<file path="src/fdc_gate_pkg.sv">
// Summary of operation
// - Direction pin driven only during seeks
// - Step pin seek-only; no fault reset output
// - Status three bit seven reads zero
// - Track zero sampled only while seeking
// - Status three bits six, three: write protect
// - Every drive always reported ready
// - Reset raises ready-change interrupt until sensed
// - Seek indication internal, gates drive pins
// - Reduced current pin, spindle speed in compat
// - Step low 24, cycle 132 media clocks
// - Direction stable 4 clocks before step
// - Direction held 96 clocks after step
// - Unit select held 20 after step
// - Interrupt drops within one media clock
// Shared constants and carriers for the drive gating block.
// Assumes a 20 MHz system clock and an AXI4-Lite register master.
package fdc_gate_pkg;

    // Clock
    localparam int CLK_MHZ = 20;

    // Media clock period per data rate, in ns
    localparam int MCY_NS_R0 = 200;
    localparam int MCY_NS_R1 = 400;
    localparam int MCY_NS_R2 = 500;
    localparam int MCY_NS_R3 = 800;
    localparam int MCY_CYC_R0 = (MCY_NS_R0 * CLK_MHZ) / 1000;
    localparam int MCY_CYC_R1 = (MCY_NS_R1 * CLK_MHZ) / 1000;
    localparam int MCY_CYC_R2 = (MCY_NS_R2 * CLK_MHZ) / 1000;
    localparam int MCY_CYC_R3 = (MCY_NS_R3 * CLK_MHZ) / 1000;

    // Drive timing, in media clock periods
    localparam int STEP_LOW_MCY  = 24;
    localparam int STEP_CYC_MCY  = 132;
    localparam int DIR_SETUP_MCY = 4;
    localparam int DIR_HOLD_MCY  = 96;
    localparam int SEL_HOLD_MCY  = 20;

    // Register byte offsets
    localparam logic [7:0] OFS_CTRL    = 8'h00;
    localparam logic [7:0] OFS_SEEK    = 8'h04;
    localparam logic [7:0] OFS_STATUS3 = 8'h08;
    localparam logic [7:0] OFS_INTSTAT = 8'h0C;

    // Status three bit positions
    localparam int S3_UNIT  = 0;
    localparam int S3_WP_LO = 3;
    localparam int S3_TZ    = 4;
    localparam int S3_RDY   = 5;
    localparam int S3_WP_HI = 6;
    localparam int S3_FLT   = 7;

    // Interrupt cause codes in status zero bits 7:5
    localparam logic [2:0] CAUSE_READY  = 3'b110;
    localparam logic [2:0] CAUSE_NORMAL = 3'b001;
    localparam logic [2:0] CAUSE_ABNORM = 3'b011;

    // Rate code selecting spindle speed in compat mode
    localparam logic [1:0] RATE_SPINDLE = 2'h1;

    localparam logic [1:0] RESP_OKAY   = 2'h0;
    localparam logic [1:0] RESP_SLVERR = 2'h2;

    typedef struct packed {
        logic [11:0] stepCycle;
        logic        reducedCurrent;
        logic        compatMode;
        logic [1:0]  rate;
    } ctrl_t;

    localparam ctrl_t CTRL_RESET = '{stepCycle: 12'h084,
        reducedCurrent: 1'b0, compatMode: 1'b0, rate: 2'h0};

    typedef struct packed {
        logic       recal;
        logic       dir;
        logic [1:0] unit;
        logic [7:0] count;
    } seek_cmd_t;

    typedef struct packed {
        logic       headDirection;
        logic       stepN;
        logic [1:0] unitSelect;
        logic       rwcSpindle;
    } drive_pins_t;

endpackage

</file>
<file path="src/mclk_tick.sv">
// Media clock tick generator: one pulse per media clock period.
// Assumes the divisor stays at least 1 and changes only between seeks.
`timescale 1ns/100ps
module mclk_tick #(
    parameter int CNT_W = 8
) (
    // Clock and reset
    input  wire logic             clk_sys,
    input  wire logic             reset,
    // Period in system clocks
    input  wire logic [CNT_W-1:0] divisor,
    // Tick out
    output logic                  tick
);
    logic [CNT_W-1:0] cnt_q;

    // Elaboration refuses a counter too narrow to divide
    if (CNT_W < 2) begin : g_width_check
        $error("mclk_tick: CNT_W too small");
    end

    always_ff @(posedge clk_sys) begin
        if (reset || cnt_q >= divisor - CNT_W'(1)) begin
            cnt_q <= '0;
        end else begin
            cnt_q <= cnt_q + CNT_W'(1);
        end
    end

    always_ff @(posedge clk_sys) begin
        if (reset) begin
            tick <= 1'b0;
        end else begin
            tick <= (cnt_q >= divisor - CNT_W'(1));
        end
    end
endmodule

</file>
<file path="src/fdc_drive_gate.sv">
// Drive gating, step timing and drive status with an AXI4-Lite slave.
// Assumes drive inputs are synchronous to clk_sys and active high.
`timescale 1ns/100ps
module fdc_drive_gate (
    // Clock and reset
    input  wire logic                       clk_sys,
    input  wire logic                       reset,
    // AXI4-Lite write address
    input  wire logic                       s_axi_awvalid,
    output logic                            s_axi_awready,
    input  wire logic [7:0]                 s_axi_awaddr,
    // AXI4-Lite write data
    input  wire logic                       s_axi_wvalid,
    output logic                            s_axi_wready,
    input  wire logic [31:0]                s_axi_wdata,
    input  wire logic [3:0]                 s_axi_wstrb,
    // AXI4-Lite write response
    output logic                            s_axi_bvalid,
    input  wire logic                       s_axi_bready,
    output logic [1:0]                      s_axi_bresp,
    // AXI4-Lite read address
    input  wire logic                       s_axi_arvalid,
    output logic                            s_axi_arready,
    input  wire logic [7:0]                 s_axi_araddr,
    // AXI4-Lite read data
    output logic                            s_axi_rvalid,
    input  wire logic                       s_axi_rready,
    output logic [31:0]                     s_axi_rdata,
    output logic [1:0]                      s_axi_rresp,
    // Drive side
    input  wire logic                       trackZero,
    input  wire logic                       writeProtect,
    output fdc_gate_pkg::drive_pins_t       drivePins,
    // Host interrupt
    output logic                            irq
);
    import fdc_gate_pkg::*;

    typedef enum {S_IDLE, S_SETUP, S_LOW, S_HIGH, S_HOLD} seek_state_t;

    seek_state_t state_q;
    ctrl_t       ctrl_q;
    seek_cmd_t   cmd_q;
    logic [7:0]  remain_q;
    logic [11:0] cnt_q;
    logic        tzSeen_q;
    logic        irq_q;
    logic [2:0]  cause_q;
    logic        mTick;
    logic [7:0]  divisor;
    logic        seeking;
    logic [11:0] highTicks;
    logic        awHeld_q;
    logic        wHeld_q;
    logic [7:0]  awAddr_q;
    logic [31:0] wData_q;
    logic [3:0]  wStrb_q;
    logic        wrDo;
    logic        rdDo;
    logic        senseWr;
    logic        seekWr;
    logic        finish;
    logic [2:0]  finishCause;
    logic [7:0]  status3;

    // Rate selects the media clock period
    always_comb begin
        case (ctrl_q.rate)
            2'h0:    divisor = 8'(MCY_CYC_R0);
            2'h1:    divisor = 8'(MCY_CYC_R1);
            2'h2:    divisor = 8'(MCY_CYC_R2);
            default: divisor = 8'(MCY_CYC_R3);
        endcase
    end

    mclk_tick #(
        .CNT_W (8)
    ) u_tick (
        .clk_sys (clk_sys),
        .reset   (reset),
        .divisor (divisor),
        .tick    (mTick)
    );

    // Internal read/write-versus-seek indication, never a pin
    assign seeking = (state_q != S_IDLE);

    // Programmed step cycle never below the minimum
    always_comb begin
        if (ctrl_q.stepCycle < 12'(STEP_CYC_MCY)) begin
            highTicks = 12'(STEP_CYC_MCY - STEP_LOW_MCY);
        end else begin
            highTicks = ctrl_q.stepCycle - 12'(STEP_LOW_MCY);
        end
    end

    // Bus handshakes: address and data taken in either order
    assign s_axi_awready = !awHeld_q && !s_axi_bvalid;
    assign s_axi_wready  = !wHeld_q && !s_axi_bvalid;
    assign wrDo          = awHeld_q && wHeld_q && !s_axi_bvalid;
    assign s_axi_arready = !s_axi_rvalid;
    assign rdDo          = s_axi_arvalid && s_axi_arready;
    assign senseWr = wrDo && awAddr_q == OFS_INTSTAT && wStrb_q[0];
    assign seekWr  = wrDo && awAddr_q == OFS_SEEK && !seeking
                     && wStrb_q[1] && wStrb_q[0];

    always_ff @(posedge clk_sys) begin
        if (reset) begin
            awHeld_q <= 1'b0;
            awAddr_q <= 8'h00;
        end else if (s_axi_awvalid && s_axi_awready) begin
            awHeld_q <= 1'b1;
            awAddr_q <= {s_axi_awaddr[7:2], 2'b00};
        end else if (wrDo) begin
            awHeld_q <= 1'b0;
        end
    end

    always_ff @(posedge clk_sys) begin
        if (reset) begin
            wHeld_q <= 1'b0;
            wData_q <= 32'h0000_0000;
            wStrb_q <= 4'h0;
        end else if (s_axi_wvalid && s_axi_wready) begin
            wHeld_q <= 1'b1;
            wData_q <= s_axi_wdata;
            wStrb_q <= s_axi_wstrb;
        end else if (wrDo) begin
            wHeld_q <= 1'b0;
        end
    end

    always_ff @(posedge clk_sys) begin
        if (reset) begin
            s_axi_bvalid <= 1'b0;
            s_axi_bresp  <= RESP_OKAY;
        end else if (wrDo) begin
            s_axi_bvalid <= 1'b1;
            s_axi_bresp  <= (awAddr_q == OFS_STATUS3 ||
                             awAddr_q > OFS_INTSTAT) ? RESP_SLVERR : RESP_OKAY;
        end else if (s_axi_bready) begin
            s_axi_bvalid <= 1'b0;
        end
    end

    // Control register, byte lanes honoured
    always_ff @(posedge clk_sys) begin
        if (reset) begin
            ctrl_q <= CTRL_RESET;
        end else if (wrDo && awAddr_q == OFS_CTRL) begin
            if (wStrb_q[0]) begin
                ctrl_q.rate           <= wData_q[1:0];
                ctrl_q.compatMode     <= wData_q[2];
                ctrl_q.reducedCurrent <= wData_q[3];
            end
            if (wStrb_q[1]) begin
                ctrl_q.stepCycle[7:0] <= wData_q[15:8];
            end
            if (wStrb_q[2]) begin
                ctrl_q.stepCycle[11:8] <= wData_q[19:16];
            end
        end
    end

    // Every drive reads as ready; fault and two-sided are gone
    always_comb begin
        status3                = 8'h00;
        status3[S3_UNIT +: 2]  = cmd_q.unit;
        status3[S3_WP_LO]      = writeProtect;
        status3[S3_TZ]         = tzSeen_q;
        status3[S3_RDY]        = 1'b1;
        status3[S3_WP_HI]      = writeProtect;
        status3[S3_FLT]        = 1'b0;
    end

    always_ff @(posedge clk_sys) begin
        if (reset) begin
            s_axi_rvalid <= 1'b0;
            s_axi_rdata  <= 32'h0000_0000;
            s_axi_rresp  <= RESP_OKAY;
        end else if (rdDo) begin
            s_axi_rvalid <= 1'b1;
            s_axi_rresp  <= RESP_OKAY;
            case ({s_axi_araddr[7:2], 2'b00})
                OFS_CTRL:    s_axi_rdata <= {12'h000, ctrl_q.stepCycle,
                                 4'h0, ctrl_q.reducedCurrent,
                                 ctrl_q.compatMode, ctrl_q.rate};
                OFS_SEEK:    s_axi_rdata <= {16'h0000, remain_q,
                                 7'h00, seeking};
                OFS_STATUS3: s_axi_rdata <= {24'h00_0000, status3};
                OFS_INTSTAT: s_axi_rdata <= {24'h00_0000, cause_q,
                                 4'h0, irq_q};
                default: begin
                    s_axi_rdata <= 32'h0000_0000;
                    s_axi_rresp <= RESP_SLVERR;
                end
            endcase
        end else if (s_axi_rready) begin
            s_axi_rvalid <= 1'b0;
        end
    end

    // Seek sequencer, all intervals in media clock ticks
    always_comb begin
        finish      = 1'b0;
        finishCause = CAUSE_NORMAL;
        if (mTick && state_q == S_HOLD && cnt_q == 12'(DIR_HOLD_MCY)) begin
            finish      = 1'b1;
            finishCause = (cmd_q.recal && !tzSeen_q) ? CAUSE_ABNORM
                                                      : CAUSE_NORMAL;
        end
    end

    always_ff @(posedge clk_sys) begin
        if (reset) begin
            state_q  <= S_IDLE;
            cnt_q    <= 12'h000;
            remain_q <= 8'h00;
            cmd_q    <= '0;
        end else begin
            case (state_q)
                S_IDLE: begin
                    cnt_q <= 12'h000;
                    if (seekWr) begin
                        cmd_q    <= {wData_q[3], wData_q[2],
                                     wData_q[1:0], wData_q[15:8]};
                        remain_q <= wData_q[15:8];
                        state_q  <= S_SETUP;
                    end
                end
                S_SETUP: begin
                    if (mTick) begin
                        cnt_q <= cnt_q + 12'h001;
                        if (cnt_q == 12'(DIR_SETUP_MCY)) begin
                            cnt_q <= 12'h000;
                            if (remain_q == 8'h00 ||
                                (cmd_q.recal && trackZero)) begin
                                state_q <= S_HOLD;
                            end else begin
                                state_q <= S_LOW;
                            end
                        end
                    end
                end
                S_LOW: begin
                    if (mTick) begin
                        cnt_q <= cnt_q + 12'h001;
                        if (cnt_q == 12'(STEP_LOW_MCY)) begin
                            cnt_q    <= 12'h000;
                            remain_q <= remain_q - 8'h01;
                            state_q  <= S_HIGH;
                        end
                    end
                end
                S_HIGH: begin
                    if (mTick) begin
                        cnt_q <= cnt_q + 12'h001;
                        if (cnt_q == highTicks) begin
                            cnt_q <= 12'h000;
                            if (remain_q == 8'h00 ||
                                (cmd_q.recal && trackZero)) begin
                                state_q <= S_HOLD;
                            end else begin
                                state_q <= S_LOW;
                            end
                        end
                    end
                end
                S_HOLD: begin
                    if (mTick) begin
                        cnt_q <= cnt_q + 12'h001;
                    end
                    if (finish) begin
                        state_q <= S_IDLE;
                    end
                end
                default: state_q <= S_IDLE;
            endcase
        end
    end

    // Track zero looked at only while a seek runs
    always_ff @(posedge clk_sys) begin
        if (reset) begin
            tzSeen_q <= 1'b0;
        end else if (seeking) begin
            tzSeen_q <= trackZero;
        end
    end

    // Ready seen at reset counts as a change; set beats sense
    always_ff @(posedge clk_sys) begin
        if (reset) begin
            irq_q   <= 1'b1;
            cause_q <= CAUSE_READY;
        end else if (finish) begin
            irq_q   <= 1'b1;
            cause_q <= finishCause;
        end else if (senseWr) begin
            irq_q   <= 1'b0;
        end
    end
    assign irq = irq_q;

    // Direction and step pins forced idle outside seeks to save power
    always_ff @(posedge clk_sys) begin
        if (reset) begin
            drivePins <= '{headDirection: 1'b1, stepN: 1'b1,
                           unitSelect: 2'h0, rwcSpindle: 1'b0};
        end else begin
            drivePins.headDirection <= seeking ? cmd_q.dir : 1'b1;
            drivePins.stepN <= !(state_q == S_LOW);
            drivePins.unitSelect <= cmd_q.unit;
            drivePins.rwcSpindle <= ctrl_q.compatMode
                ? (ctrl_q.rate == RATE_SPINDLE)
                : (ctrl_q.reducedCurrent && !seeking);
        end
    end

    // Helper tick counters for the timing checks
    logic [11:0] lowTicks_q;
    logic [11:0] fallTicks_q;
    logic [11:0] riseTicks_q;
    logic [11:0] dirTicks_q;
    logic        pinDirPrev_q;
    logic        stepPrev_q;
    always_ff @(posedge clk_sys) begin
        if (reset) begin
            lowTicks_q   <= 12'h000;
            fallTicks_q  <= 12'hFFF;
            riseTicks_q  <= 12'hFFF;
            dirTicks_q   <= 12'hFFF;
            pinDirPrev_q <= 1'b1;
            stepPrev_q   <= 1'b1;
        end else begin
            pinDirPrev_q <= drivePins.headDirection;
            stepPrev_q   <= drivePins.stepN;
            lowTicks_q   <= drivePins.stepN ? 12'h000
                          : lowTicks_q + 12'(mTick);
            fallTicks_q  <= (stepPrev_q && !drivePins.stepN) ? 12'h000
                          : fallTicks_q + 12'(mTick && fallTicks_q != 12'hFFF);
            riseTicks_q  <= (!stepPrev_q && drivePins.stepN) ? 12'h000
                          : riseTicks_q + 12'(mTick && riseTicks_q != 12'hFFF);
            dirTicks_q   <= (pinDirPrev_q != drivePins.headDirection)
                          ? 12'h000
                          : dirTicks_q + 12'(mTick && dirTicks_q != 12'hFFF);
        end
    end
endmodule

</file>
<file path="config.mk">
export PLATFORM = sky130hd
export DESIGN_NAME = fdc_drive_gate
export DESIGN_NICKNAME = d
export VERILOG_FILES = /design/src/fdc_gate_pkg.sv /design/src/mclk_tick.sv /design/src/fdc_drive_gate.sv
export SDC_FILE = /design/constraint.sdc
export NUM_CORES = 1
export LEC_CHECK = 0
export BUFFER_PORTS_ARGS = -buffer_cell sky130_fd_sc_hd__buf_2
export CAP_MARGIN = 20
export CELL_PAD_IN_SITES_DETAIL_PLACEMENT = 1
export CELL_PAD_IN_SITES_GLOBAL_PLACEMENT = 2
export CORE_MARGIN = 2
export CORE_UTILIZATION = 32
export CTS_CLUSTER_DIAMETER = 150
export DETAILED_ROUTE_END_ITERATION = 10
export PLACE_DENSITY = 0.76
export SLEW_MARGIN = 10
export SYNTH_ARGS = -nofsm -noshare
export SYNTH_HDL_FRONTEND = slang
export SYNTH_HIERARCHICAL = 1
export SYNTH_SLANG_ARGS = --single-unit
</file>
<file path="constraint.sdc">
create_clock -name clk_sys -period 3.3 [get_ports clk_sys]
set_input_delay 0.165 -clock clk_sys [delete_from_list [all_inputs] [get_ports clk_sys]]
set_output_delay 0.165 -clock clk_sys [all_outputs]
set_load 0.005 [all_outputs]
</file>
Word level (Yosys, flattened, before mapping)
Index checks and enable logic that the tools add are counted.
{ "classes": {"n_addsub": 5, "order_cmp": 3, "eq_ne": 27, "n_mux": 38, "bitwise_logic": 1, "n_reduce_logical": 51} }
{ "op_table": {"columns": ["cell", "n"], "rows": [
  ["$mux 32", 8],
  ["$pmux 32 s5", 1],
  ["$mux 12", 8],
  ["$pmux 20 s4", 1],
  ["$eq 32x2->1 const B", 2],
  ["$eq 32x3->1 const B", 2],
  ["$pmux 12 s5", 1],
  ["$eq 32x1->1 const B", 1],
  ["$eq 32x4->1 const B", 1],
  ["$logic_not 32->1", 1],
  ["$reduce_bool 32->1", 1],
  ["$eq 6x2->1 const B", 4],
  ["$mux 8", 3],
  ["$logic_and 1x1->1", 19],
  ["$logic_not 8->1", 2],
  ["$pmux 8 s2", 1],
  ["$pmux 5 s3", 1],
  ["$add 12x1->12 const B", 1],
  ["$eq 12x12->1", 1],
  ["$eq 12x3->1 const B", 1],
  ["$eq 12x5->1 const B", 1],
  ["$eq 12x7->1 const B", 1],
  ["$eq 6x1->1 const B", 2],
  ["$lt 12x8->1 const B", 1],
  ["other kinds (26)", 60]
]} }
{ "totals": {"reg_bits": 160, "input_bits": 61, "elab_cells": 155} }

Logic depth before layout (Yosys ltp)
Gate-level depths: netlist of the first run.
{ "logic_depth": {"ltp_word": 8, "mapped_depth": 11, "mapped_depth_nobuf": 11} }

Hierarchy
Netlist of the first run, hierarchy kept.
{ "modules_own_cells": {"columns": ["mod", "n_inst", "cells_per_inst", "area_each_um2", "seq_area_each_um2"], "rows": [
  ["fdc_drive_gate", 1, 652, 5177.5, 2082.0],
  ["mclk_tick", 1, 71, 654.4, 180.2]
]} }

Worst setup path before layout of the first run
No wires, ideal clock.
{ "synth_timing": {"path_kind": "register to register", "from": "register ctrl_q[14] (netlist bit)", "to": "register cnt_q[8] (netlist name)", "setup_ps": 114, "arrival_time_ps": 2384, "setup_slack_ps": 802, "stages_incl_launch_ff": 12, "path_buffers": 3, "synth_period_minus_slack_ps": 2498, "path_cell_list": "dfxtp_1 > buf_2 > or4_4 > buf_6 > and3_1 > a211o_1 > nor3_2 > nand4_1 > o21ai_2 > buf_6 > nor3b_1 > a21o_1"} }
{ "synth_lines": {"columns": ["item", "line_no", "source"], "rows": [
  ["start: declaration", "fdc_drive_gate.sv:42", "ctrl_t ctrl_q;"]
]} }

==> results of run 1 <==
## kinds of logic after synthesis
group                      count (synthesis)  share of synthesized area [%]
other                                      1                         0.0643
AOI/OAI and AO/OA                        155                           17.0
adders and majority gates                 19                           4.03
DFF                                      113                           38.8
buffers and inverters                     83                           6.78
xor gates and xnor gates                  28                           4.68
and+or+nand+nor                          304                           25.0
muxes                                     20                           3.67
## sequential cells by signal, summed over array words and instances, names as in the netlist, 5 cells and up
name          cells
drivePins         5
awAddr_q          6
s_axi_rdata      20
wData_q          16
cnt_q            12
ctrl_q           16
remain_q          8
u_tick/cnt_q      8
## final timing paths
check | cells past startpoint | slack (ns) | end
max reg2reg | 8 | 0.27 | cnt_q[8]
max | 8 | 0.27 | cnt_q[8]
min | 3 | 0.009 | awAddr_q[7]
min reg2reg | 2 | 0.45 | s_axi_rdata[6]
## layout by cell type, fill, tap and decap left out, types with 5 or more instances in the layout
cell type,count
a21o_1,6
a21oi_1,74
a22oi_1,10
and3_1,8
buf_2,72
buf_4,12
clkbuf_16,17
clkinv_4,5
conb_1,23
dfxtp_1,113
dlygate4sd3_1,25
ha_1,18
inv_1,23
mux2i_1,18
nand2_1,99
nand2b_1,6
nand3_1,41
nand4_1,5
nor2_1,73
nor2b_1,6
nor3_1,17
nor4_1,12
o21ai_0,24
o22ai_1,5
or3_1,6
xnor2_1,14
xor2_1,12
## worst max-delay path, cell delays in order (launching register included)
cell and delay [ns]:
dfxtp_1 0.42, or4_1 0.61, o21ai_1 0.24, a22oi_1 0.15, o32ai_1 0.36, nand4_1 0.20, o21ai_2 0.53, o21ai_0 0.21
a21o_1 0.20
## metal layers
metal / wire length [um] / vias up / global-route usage, %
li1: - / 2678 / -
met1: 8210 / 2593 / 23.9
met2: 7940 / 97 / 29.7
met3: 657 / 19 / 3.73
met4: 202 / 0 / 4.84
met5: 0 / - / 0
## through the flow
step | util, % | hold slack, ns | power, mW
floorplan | - | 0.234 | 1.80
global placement | 35.6 | 0.353 | 1.92
detailed placement | 35.6 | 0.370 | 1.94
CTS | 40.3 | 0.00128 | 3.84
global route | 40.3 | 0.0153 | 3.98
finish | 40.3 | 0.00932 | 3.80
## power groups by stage
stage               Sequential (mW)  Combinational [mW]  Clock [mW]
detailed placement             1.51               0.429           0
floorplan                      1.48               0.325           0
global route                   1.49               0.508        1.98
global placement               1.51               0.415           0
CTS                            1.48               0.454        1.91
finish                         1.48               0.451        1.87
## area by class of cell
type / instances / area [sq um] / area share [%]
Multi-Input combinational cell: 549 / 3260 / 45.2
Sequential cell: 113 / 2260 / 31.4
Timing Repair Buffer: 110 / 721 / 9.99
Clock buffer: 20 / 437 / 6.05
Tap cell: 229 / 287 / 3.97
Clock inverter: 12 / 161 / 2.24
Inverter: 23 / 86.3 / 1.20
==> flow_summary.json, run 1 <==
{
  "yosys.area.top_type": "dfxtp_1",
  "fmax_ghz": 0.330,
  "p_sw_mw": 1.01,
  "status": "complete, no violations",
  "drc_errors": 0,
  "postCtsSetupRepairBufs": 0,
  "rows": 49,
  "relSlewSlack_pct": 40.2,
  "drt_pass1_iterations": 4,
  "min_path_type": "in -> reg",
  "cts_max_level": 4,
  "final_nets": 893,
  "synth-async-reset-ratio_pct": 0,
  "post_drt_wl_per_cell_um": 16.1,
  "ant_nets": 0,
  "vdd_drop_max_uv": 362,
  "clockRootBuffer": "clkbuf_16",
  "end_kind": "register",
  "synth_edf_count": 0,
  "ctsLongestPathBuffers": 2,
  "dp_slack_ns": 0.320,
  "setup_violations": 0,
  "syn_to_final_growth_pct": 23.7,
  "tightest_slew_ns": 0.895,
  "p_seq_share_pct": 38.9,
  "power_frac_comb_pct": 11.9,
  "finalHoldViolations": 0,
  "synth_cell_types": 66,
  "final_cells": 1056,
  "reg2reg_from": "ctrl_q[7]",
  "ys_ff_latch": 113,
  "cts_buffers": 17,
  "cts_tree": "built",
  "stdcell_area_sq_um": 7220,
  "arrival_ns": 3.34,
  "crit_start": "ctrl_q[7]",
  "grt_pass1_vias": 5480,
  "period_needed_ns": 3.03,
  "synth_top_cell_area_share_pct": 38.8,
  "routed_via_density": 5.10,
  "gp_congestion": 0.799,
  "place_area_sq_um": 6370,
  "cts_num_sinks": 113,
  "synth_warnings": 6,
  "timing.final.ws_setup_ns": 0.266,
  "fp.dieW_um": 139,
  "crit_fanout": 16,
  "gr-usage-all-layers_pct": 18.0,
  "antenna_cells": 0,
  "worstHoldStart": "s_axi_awaddr[7]",
  "num_vias": 5387,
  "drt-initial-drc-count": 204,
  "gr-total-overflow": 0,
  "postCtsHoldBufs": 25,
  "synth_top_cells_by_area": "dfxtp_1 (39%), nand2_1 (6.4%), a21oi_1 (6.4%)",
  "maxCapViolations": 0,
  "p_per_area_nw_per_um2": 527,
  "synthesis.area_sq_um": 5830,
  "synth.avg_cell_area_sq_um": 8.07,
  "swShare_pct": 26.6,
  "portBuffers": 72,
  "fin_setup_tns_ns": 0,
  "internal_power_mw": 2.79,
  "cts_resized": 0,
  "ios": 108,
  "period_share_pct": 91.9,
  "seq_area_frac_synth_pct": 38.8,
  "finalClockSkew_ns": 0.00844,
  "dp_hpwl_um": 12700,
  "cp.required_ns": 3.61,
  "wl_um": 17000,
  "core-area_sq_um": 17900,
  "layout-drive-gt1-share_pct": 15.8,
  "grt_pass1_wl_um": 28300,
  "nFillCells": 2177,
  "yosysMostFrequentCell": "dfxtp_1",
  "cts.clk_slew.worst_paths_ns": 0.06,
  "clock_power_share_pct": 49.2,
  "start_util_pct": 32.6,
  "critPathLaunchType": "register",
  "place_inst": 999,
  "critical_path_class": "reg -> reg",
  "p_leak_nw": 2.89,
  "antenna_found_initial": 0,
  "die_area_sq_um": 19300,
  "synth_flop_cell": "dfxtp_1",
  "synthCells": 723,
  "worstSkewPairLatency_ns": 0.42,
  "slew_violations": 0,
  "grt_max_degree": 69,
  "synth_commonest_cells": "dfxtp_1 (113), nand2_1 (99), a21oi_1 (74)",
  "rsz0062_at_grt": "no",
  "die_h_um": 139
}
Note: power is estimated with default switching activity, not from simulation.
==> inputs of run 2 (changes only) <==
--- a/config.mk
+++ b/config.mk
@@ -10,10 +10,10 @@
 export CELL_PAD_IN_SITES_DETAIL_PLACEMENT = 1
 export CELL_PAD_IN_SITES_GLOBAL_PLACEMENT = 2
 export CORE_MARGIN = 2
-export CORE_UTILIZATION = 32
+export CORE_UTILIZATION = 35
 export CTS_CLUSTER_DIAMETER = 150
 export DETAILED_ROUTE_END_ITERATION = 10
-export PLACE_DENSITY = 0.76
+export PLACE_DENSITY = 0.82
 export SLEW_MARGIN = 10
 export SYNTH_ARGS = -nofsm -noshare
 export SYNTH_HDL_FRONTEND = slang
==> constraint.sdc (replaced) <==
create_clock -name clk_sys -period 3.6 [get_ports clk_sys]
set_input_delay 0.18 -clock clk_sys [delete_from_list [all_inputs] [get_ports clk_sys]]
set_output_delay 0.18 -clock clk_sys [all_outputs]
set_load 0.005 [all_outputs]
==> run 2 against run 1 <==
Die area is 8.3% lower. Global-route usage increased by 2.1 points. Routed wire length rose by 1.2%. Sequential cell count did not move. Combinational power down 9.8%. Sequential power is 8% lower. Power fell by 6.2%. Clock power is 4% lower.
==> flow_summary.json, run 2 (synthesized netlist as in run 1, its figures left out) <==
{
  "cp.required_ns": 3.91,
  "vdd_drop_max_uv": 393,
  "r2r_cells": 9,
  "arrival_ns": 3.40,
  "r2r-end": "cnt_q[8]",
  "crit_fanout": 16,
  "grt_pass1_wl_um": 28400,
  "met1Wirelength_um": 8200,
  "antenna_cells": 0,
  "drc_errors": 0,
  "ios": 108,
  "cts_num_sinks": 113,
  "fmax_ghz": 0.324,
  "largestRegisters": "s_axi_rdata (20), ctrl_q (16), wData_q (16)",
  "final_nets": 886,
  "critical_path_class": "reg -> reg",
  "gp_congestion": 0.844,
  "holdWs_ns": 0.0165,
  "worstSkewPairLatency_ns": 0.42,
  "dp_hpwl_um": 12600,
  "period_needed_ns": 3.09,
  "layout-drive-gt1-share_pct": 16.0,
  "die_h_um": 133,
  "drt_pass1_iterations": 4,
  "gr-total-overflow": 0,
  "slew_violations": 0,
  "start_util_pct": 35.5,
  "syn_to_final_growth_pct": 22.7,
  "crit_start": "ctrl_q[7]",
  "rows": 47,
  "rsz0062_at_grt": "no",
  "highest_layer": "met4",
  "cts.clk_slew.worst_paths_ns": 0.06,
  "critPathLaunchType": "register",
  "dr_wl_met3_um": 456,
  "gr-usage-all-layers_pct": 20.1,
  "antenna_found_initial": 0,
  "ctsLongestPathBuffers": 2,
  "setup.worst_path.end": "cnt_q[8]",
  "grt_max_degree": 90,
  "grt_pass1_vias": 5470,
  "largest_register_ffs": 20,
  "top_register": "s_axi_rdata",
  "cts_max_level": 4,
  "p_leak_nw": 2.89,
  "final_cell_mix": "dfxtp_1 (113), nand2_1 (99), a21oi_1 (74)",
  "fin_setup_tns_ns": 0,
  "cts_tree": "built",
  "end_kind": "register",
  "portBuffers": 72,
  "final_common_cell": "dfxtp_1",
  "ant_nets": 0,
  "num_vias": 5392,
  "status": "complete, no violations",
  "p_total_mw": 3.57,
  "fp.dieW_um": 133,
  "finalClockSkew_ns": 0.0131,
  "routed_via_density": 5.18,
  "setup_violations": 0,
  "die_area_sq_um": 17700,
  "reg2reg_from": "ctrl_q[7]",
  "fin_util_pct": 43.6,
  "cts_buffers": 17,
  "relSlewSlack_pct": 38.6,
  "min_path_type": "in -> reg",
  "p_per_area_nw_per_um2": 499,
  "wl_um": 17200,
  "tightest_slew_ns": 0.921,
  "period_share_pct": 85.9,
  "route.met2.wl_um": 8320,
  "rrSetupSlack_ns": 0.51,
  "drt-initial-drc-count": 206,
  "core-area_sq_um": 16400,
  "maxCapViolations": 0,
  "finalHoldViolations": 0,
  "post_drt_wl_per_cell_um": 16.6,
  "clockRootBuffer": "clkbuf_16"
}
## run 2: final cells by class
| cell class | instances | area [sq um] |
|---|---|---|
| clock inverter | 15 | 204 |
| fill | 1980 | 9250 |
| clock buffer | 17 | 425 |
| multi-input combinational | 549 | 3260 |
| tap | 220 | 275 |
| inverter | 23 | 86.3 |
| sequential | 113 | 2260 |
| timing repair buffer | 103 | 643 |
## run 2: worst min-delay path by stage
stage / from / end / slack (ns) / depth (start not counted)
3_3_place_gp: s_axi_rready / s_axi_rvalid / 0.36 / 2
3_5_place_dp: s_axi_rready / s_axi_rvalid / 0.37 / 2
5_1_grt: s_axi_wdata[13] / wData_q[13] / 0.02 / 3
6_report: s_axi_wdata[13] / wData_q[13] / 0.02 / 3
2_1_floorplan: reset / u_tick/tick / 0.25 / 1
4_1_cts: s_axi_wstrb[1] / wStrb_q[1] / 0.004 / 3
## run 2: per-layer routing
| metal | vias up | global-route usage (%) |
|---|---|---|
| met1 | 2631 | 26.4 |
| met5 | - | 0 |
| met4 | 0 | 6.81 |
| met3 | 17 | 3.41 |
| li1 | 2663 | - |
| met2 | 81 | 33.5 |
## run 2: critical path, stage by stage, from the launching register on
cell and delay, ns:
dfxtp_1 0.40, ha_1 0.28, or4_4 0.46, o21ai_0 0.19, a32oi_1 0.13, o32ai_1 0.44, nand4_1 0.21, o21ai_2 0.51
o21ai_0 0.18, a21o_1 0.20
## run 2: report_power, final
part	leakage, nW	total, mW	internal [mW]	switching (mW)
Clock	0.309	1.80	1.17	0.635
Sequential	0.916	1.36	1.30	0.0627
Combinational	1.66	0.407	0.165	0.242
## run 2: stage by stage
step | area, sq um | setup WS, ns | std cells
2_1_floorplan | 5910 | 1.10 | 745
3_3_place_gp | 6310 | 0.648 | 986
3_5_place_dp | 6310 | 0.523 | 986
4_1_cts | 7150 | 0.522 | 1039
5_1_grt | 7160 | 0.237 | 1040
6_report | 7160 | 0.509 | 1040
## run 2: repair_timing
action | 4_1_cts | 5_1_grt
hold buffers | 21 | 0
endpoints found under the hold margin | 21 | 0
setup buffers | 0 | 0
resized for setup | 0 | 0
==> inputs of run 3 (changes only) <==
==> constraint.sdc (replaced) <==
create_clock -name clk_sys -period 3.9 [get_ports clk_sys]
set_input_delay 0.195 -clock clk_sys [delete_from_list [all_inputs] [get_ports clk_sys]]
set_output_delay 0.195 -clock clk_sys [all_outputs]
set_load 0.005 [all_outputs]
==> run 3 against run 2 <==
Maximum frequency decreased by 0.30%. Cell area shrank 2.2%. Clock power down 9%. Largest power group unchanged. Largest cell class unchanged. Critical path type unchanged. Sequential cell count unchanged. Power fell by 8.9%.
==> flow_summary.json, run 3 (synthesized netlist as in run 1, its figures left out) <==
{
  "status": "complete, no violations",
  "antenna_found_initial": 0,
  "fp.dieW_um": 133,
  "core-area_sq_um": 16400,
  "stdcell_area_sq_um": 7000,
  "cts_resized": 0,
  "slew_violations": 0,
  "die_h_um": 133,
  "drt_pass1_iterations": 4,
  "ios": 108,
  "r2r_cells": 9,
  "gr-usage-all-layers_pct": 19.6,
  "p_sw_mw": 0.868,
  "finalHoldViolations": 0,
  "worstHoldStart": "s_axi_awaddr[7]",
  "r2r-end": "cnt_q[8]",
  "cts_tree": "built",
  "end_kind": "register",
  "place_area_sq_um": 6280,
  "gp_congestion": 0.847,
  "cp.required_ns": 4.21,
  "maxCapViolations": 0,
  "p_total_mw": 3.25,
  "multi_input_area_sq_um": 3260,
  "seq_area_sq_um": 2260,
  "grt_pass1_wl_um": 27800,
  "crit_slowest_cell": "o21ai_2",
  "ctsLongestPathBuffers": 2,
  "clockRootBuffer": "clkbuf_16",
  "vdd_drop_max_uv": 309,
  "crit_chain": "ha_1 > or4_4 > o21ai_0 > a32oi_1 > o32ai_1 > nand4_1 > o21ai_2 > o21ai_0 > a21o_1",
  "antenna_cells": 0,
  "largestRegisters": "s_axi_rdata (20), ctrl_q (16), wData_q (16)",
  "cts.clk_slew.worst_paths_ns": 0.06,
  "post_drt_wl_per_cell_um": 16.5,
  "final_common_cell": "dfxtp_1",
  "p_leak_nw": 2.80,
  "min_to": "awAddr_q[7]",
  "arrival_ns": 3.41,
  "reg2reg_from": "ctrl_q[7]",
  "p_per_area_nw_per_um2": 464,
  "swShare_pct": 26.7,
  "fin_setup_tns_ns": 0,
  "relSlewSlack_pct": 32.4,
  "gr-total-overflow": 0,
  "setup_violations": 0,
  "top_register": "s_axi_rdata",
  "min_path_type": "in -> reg",
  "routed_via_density": 5.21,
  "use_met1_pct": 26.3,
  "nFillCells": 1978,
  "p_seq_share_pct": 38.7,
  "tightest_slew_ns": 1.00,
  "met3_usage_pct": 3.83,
  "dp_hpwl_um": 12500,
  "path_common_cell": "o21ai_0",
  "period_share_pct": 79.5,
  "rrSetupSlack_ns": 0.80,
  "layout-drive-gt1-share_pct": 15.5,
  "grt_max_degree": 71,
  "worstHoldPathCells": 3,
  "grtUsageMet2_pct": 31.8,
  "drc_errors": 0,
  "cts_num_sinks": 113,
  "internal_power_mw": 2.38,
  "wl_um": 16900,
  "clock_power_share_pct": 50.1,
  "start_util_pct": 35.5,
  "period_needed_ns": 3.10,
  "critPathLaunchType": "register",
  "power_frac_comb_pct": 11.2,
  "final_cell_mix": "dfxtp_1 (113), nand2_1 (99), a21oi_1 (74)",
  "drt-initial-drc-count": 273,
  "num_vias": 5340,
  "busiest_layer": "met2",
  "finalClockSkew_ns": 0.00861,
  "ant_nets": 0,
  "slowest_delay_ns": 0.52,
  "largest_register_ffs": 20,
  "cts_max_level": 4,
  "syn_to_final_growth_pct": 20.0,
  "place_inst": 982,
  "final_cells": 1024,
  "portBuffers": 72,
  "fmax_ghz": 0.323,
  "grt_pass1_vias": 5306,
  "worstSkewPairLatency_ns": 0.42,
  "final_nets": 870,
  "rows": 47,
  "die_area_sq_um": 17700,
  "cts_buffers": 17,
  "rsz0062_at_grt": "no",
  "crit_fanout": 16,
  "critical_path_class": "reg -> reg"
}
run 3: how the worst max path moves through the flow:
stage,start,end,cells past startpoint
5_1_grt,ctrl_q[7],cnt_q[8],8
4_1_cts,ctrl_q[7],cnt_q[8],9
2_1_floorplan,ctrl_q[14],cnt_q[8],11
6_report,ctrl_q[7],cnt_q[8],9
3_5_place_dp,ctrl_q[7],cnt_q[8],9
3_3_place_gp,ctrl_q[7],cnt_q[6],9
run 3: critical path: cells and delay by family, from the launching register on:
family | cells | cell delay, ns
compound gates | 6 | 1.61
flops | 1 | 0.41
simple gates | 2 | 0.67
fa+ha+maj | 1 | 0.29
run 3: cell type report:
class / instances / area share, %
clock inverters: 12 / 2.25
well taps: 220 / 3.93
inverters: 23 / 1.23
multi-input cells: 549 / 46.6
repair buffers: 87 / 7.12
flip-flops and latches: 113 / 32.3
clock buffers: 20 / 6.53
run 3: power groups by stage:
| stage | Combinational [mW] | Sequential [mW] | Clock, mW |
|---|---|---|---|
| after floorplan | 0.275 | 1.25 | 0 |
| after global placement | 0.342 | 1.28 | 0 |
| after detailed placement | 0.354 | 1.28 | 0 |
| after CTS | 0.364 | 1.26 | 1.66 |
| after global routing | 0.405 | 1.26 | 1.71 |
| final | 0.364 | 1.26 | 1.63 |
run 3: what timing repair did:
item | CTS | global route
hold buffers | 10 | 0
buffers inserted | 0 | 0
endpoints found under the hold margin | 10 | 0
run 3: metrics by stage:
| step | util [%] | worst slack (ns) | hold WS [ns] |
|---|---|---|---|
| detailed placement | 38.3 | 0.802 | 0.398 |
| finish | 42.7 | 0.800 | 0.00858 |
| CTS | 42.7 | 0.785 | 0.000604 |
| floorplan | - | 1.40 | 0.264 |
| global placement | 38.3 | 0.948 | 0.378 |
| global route | 42.7 | 0.575 | 0.0212 |
run 3: per-layer routing:
layer  share of wire [%]  up-vias
met5                   0        -
met2                  46       96
met4                 1.5        0
met3                 3.0       24
met1                  49     2599
li1                    -     2621
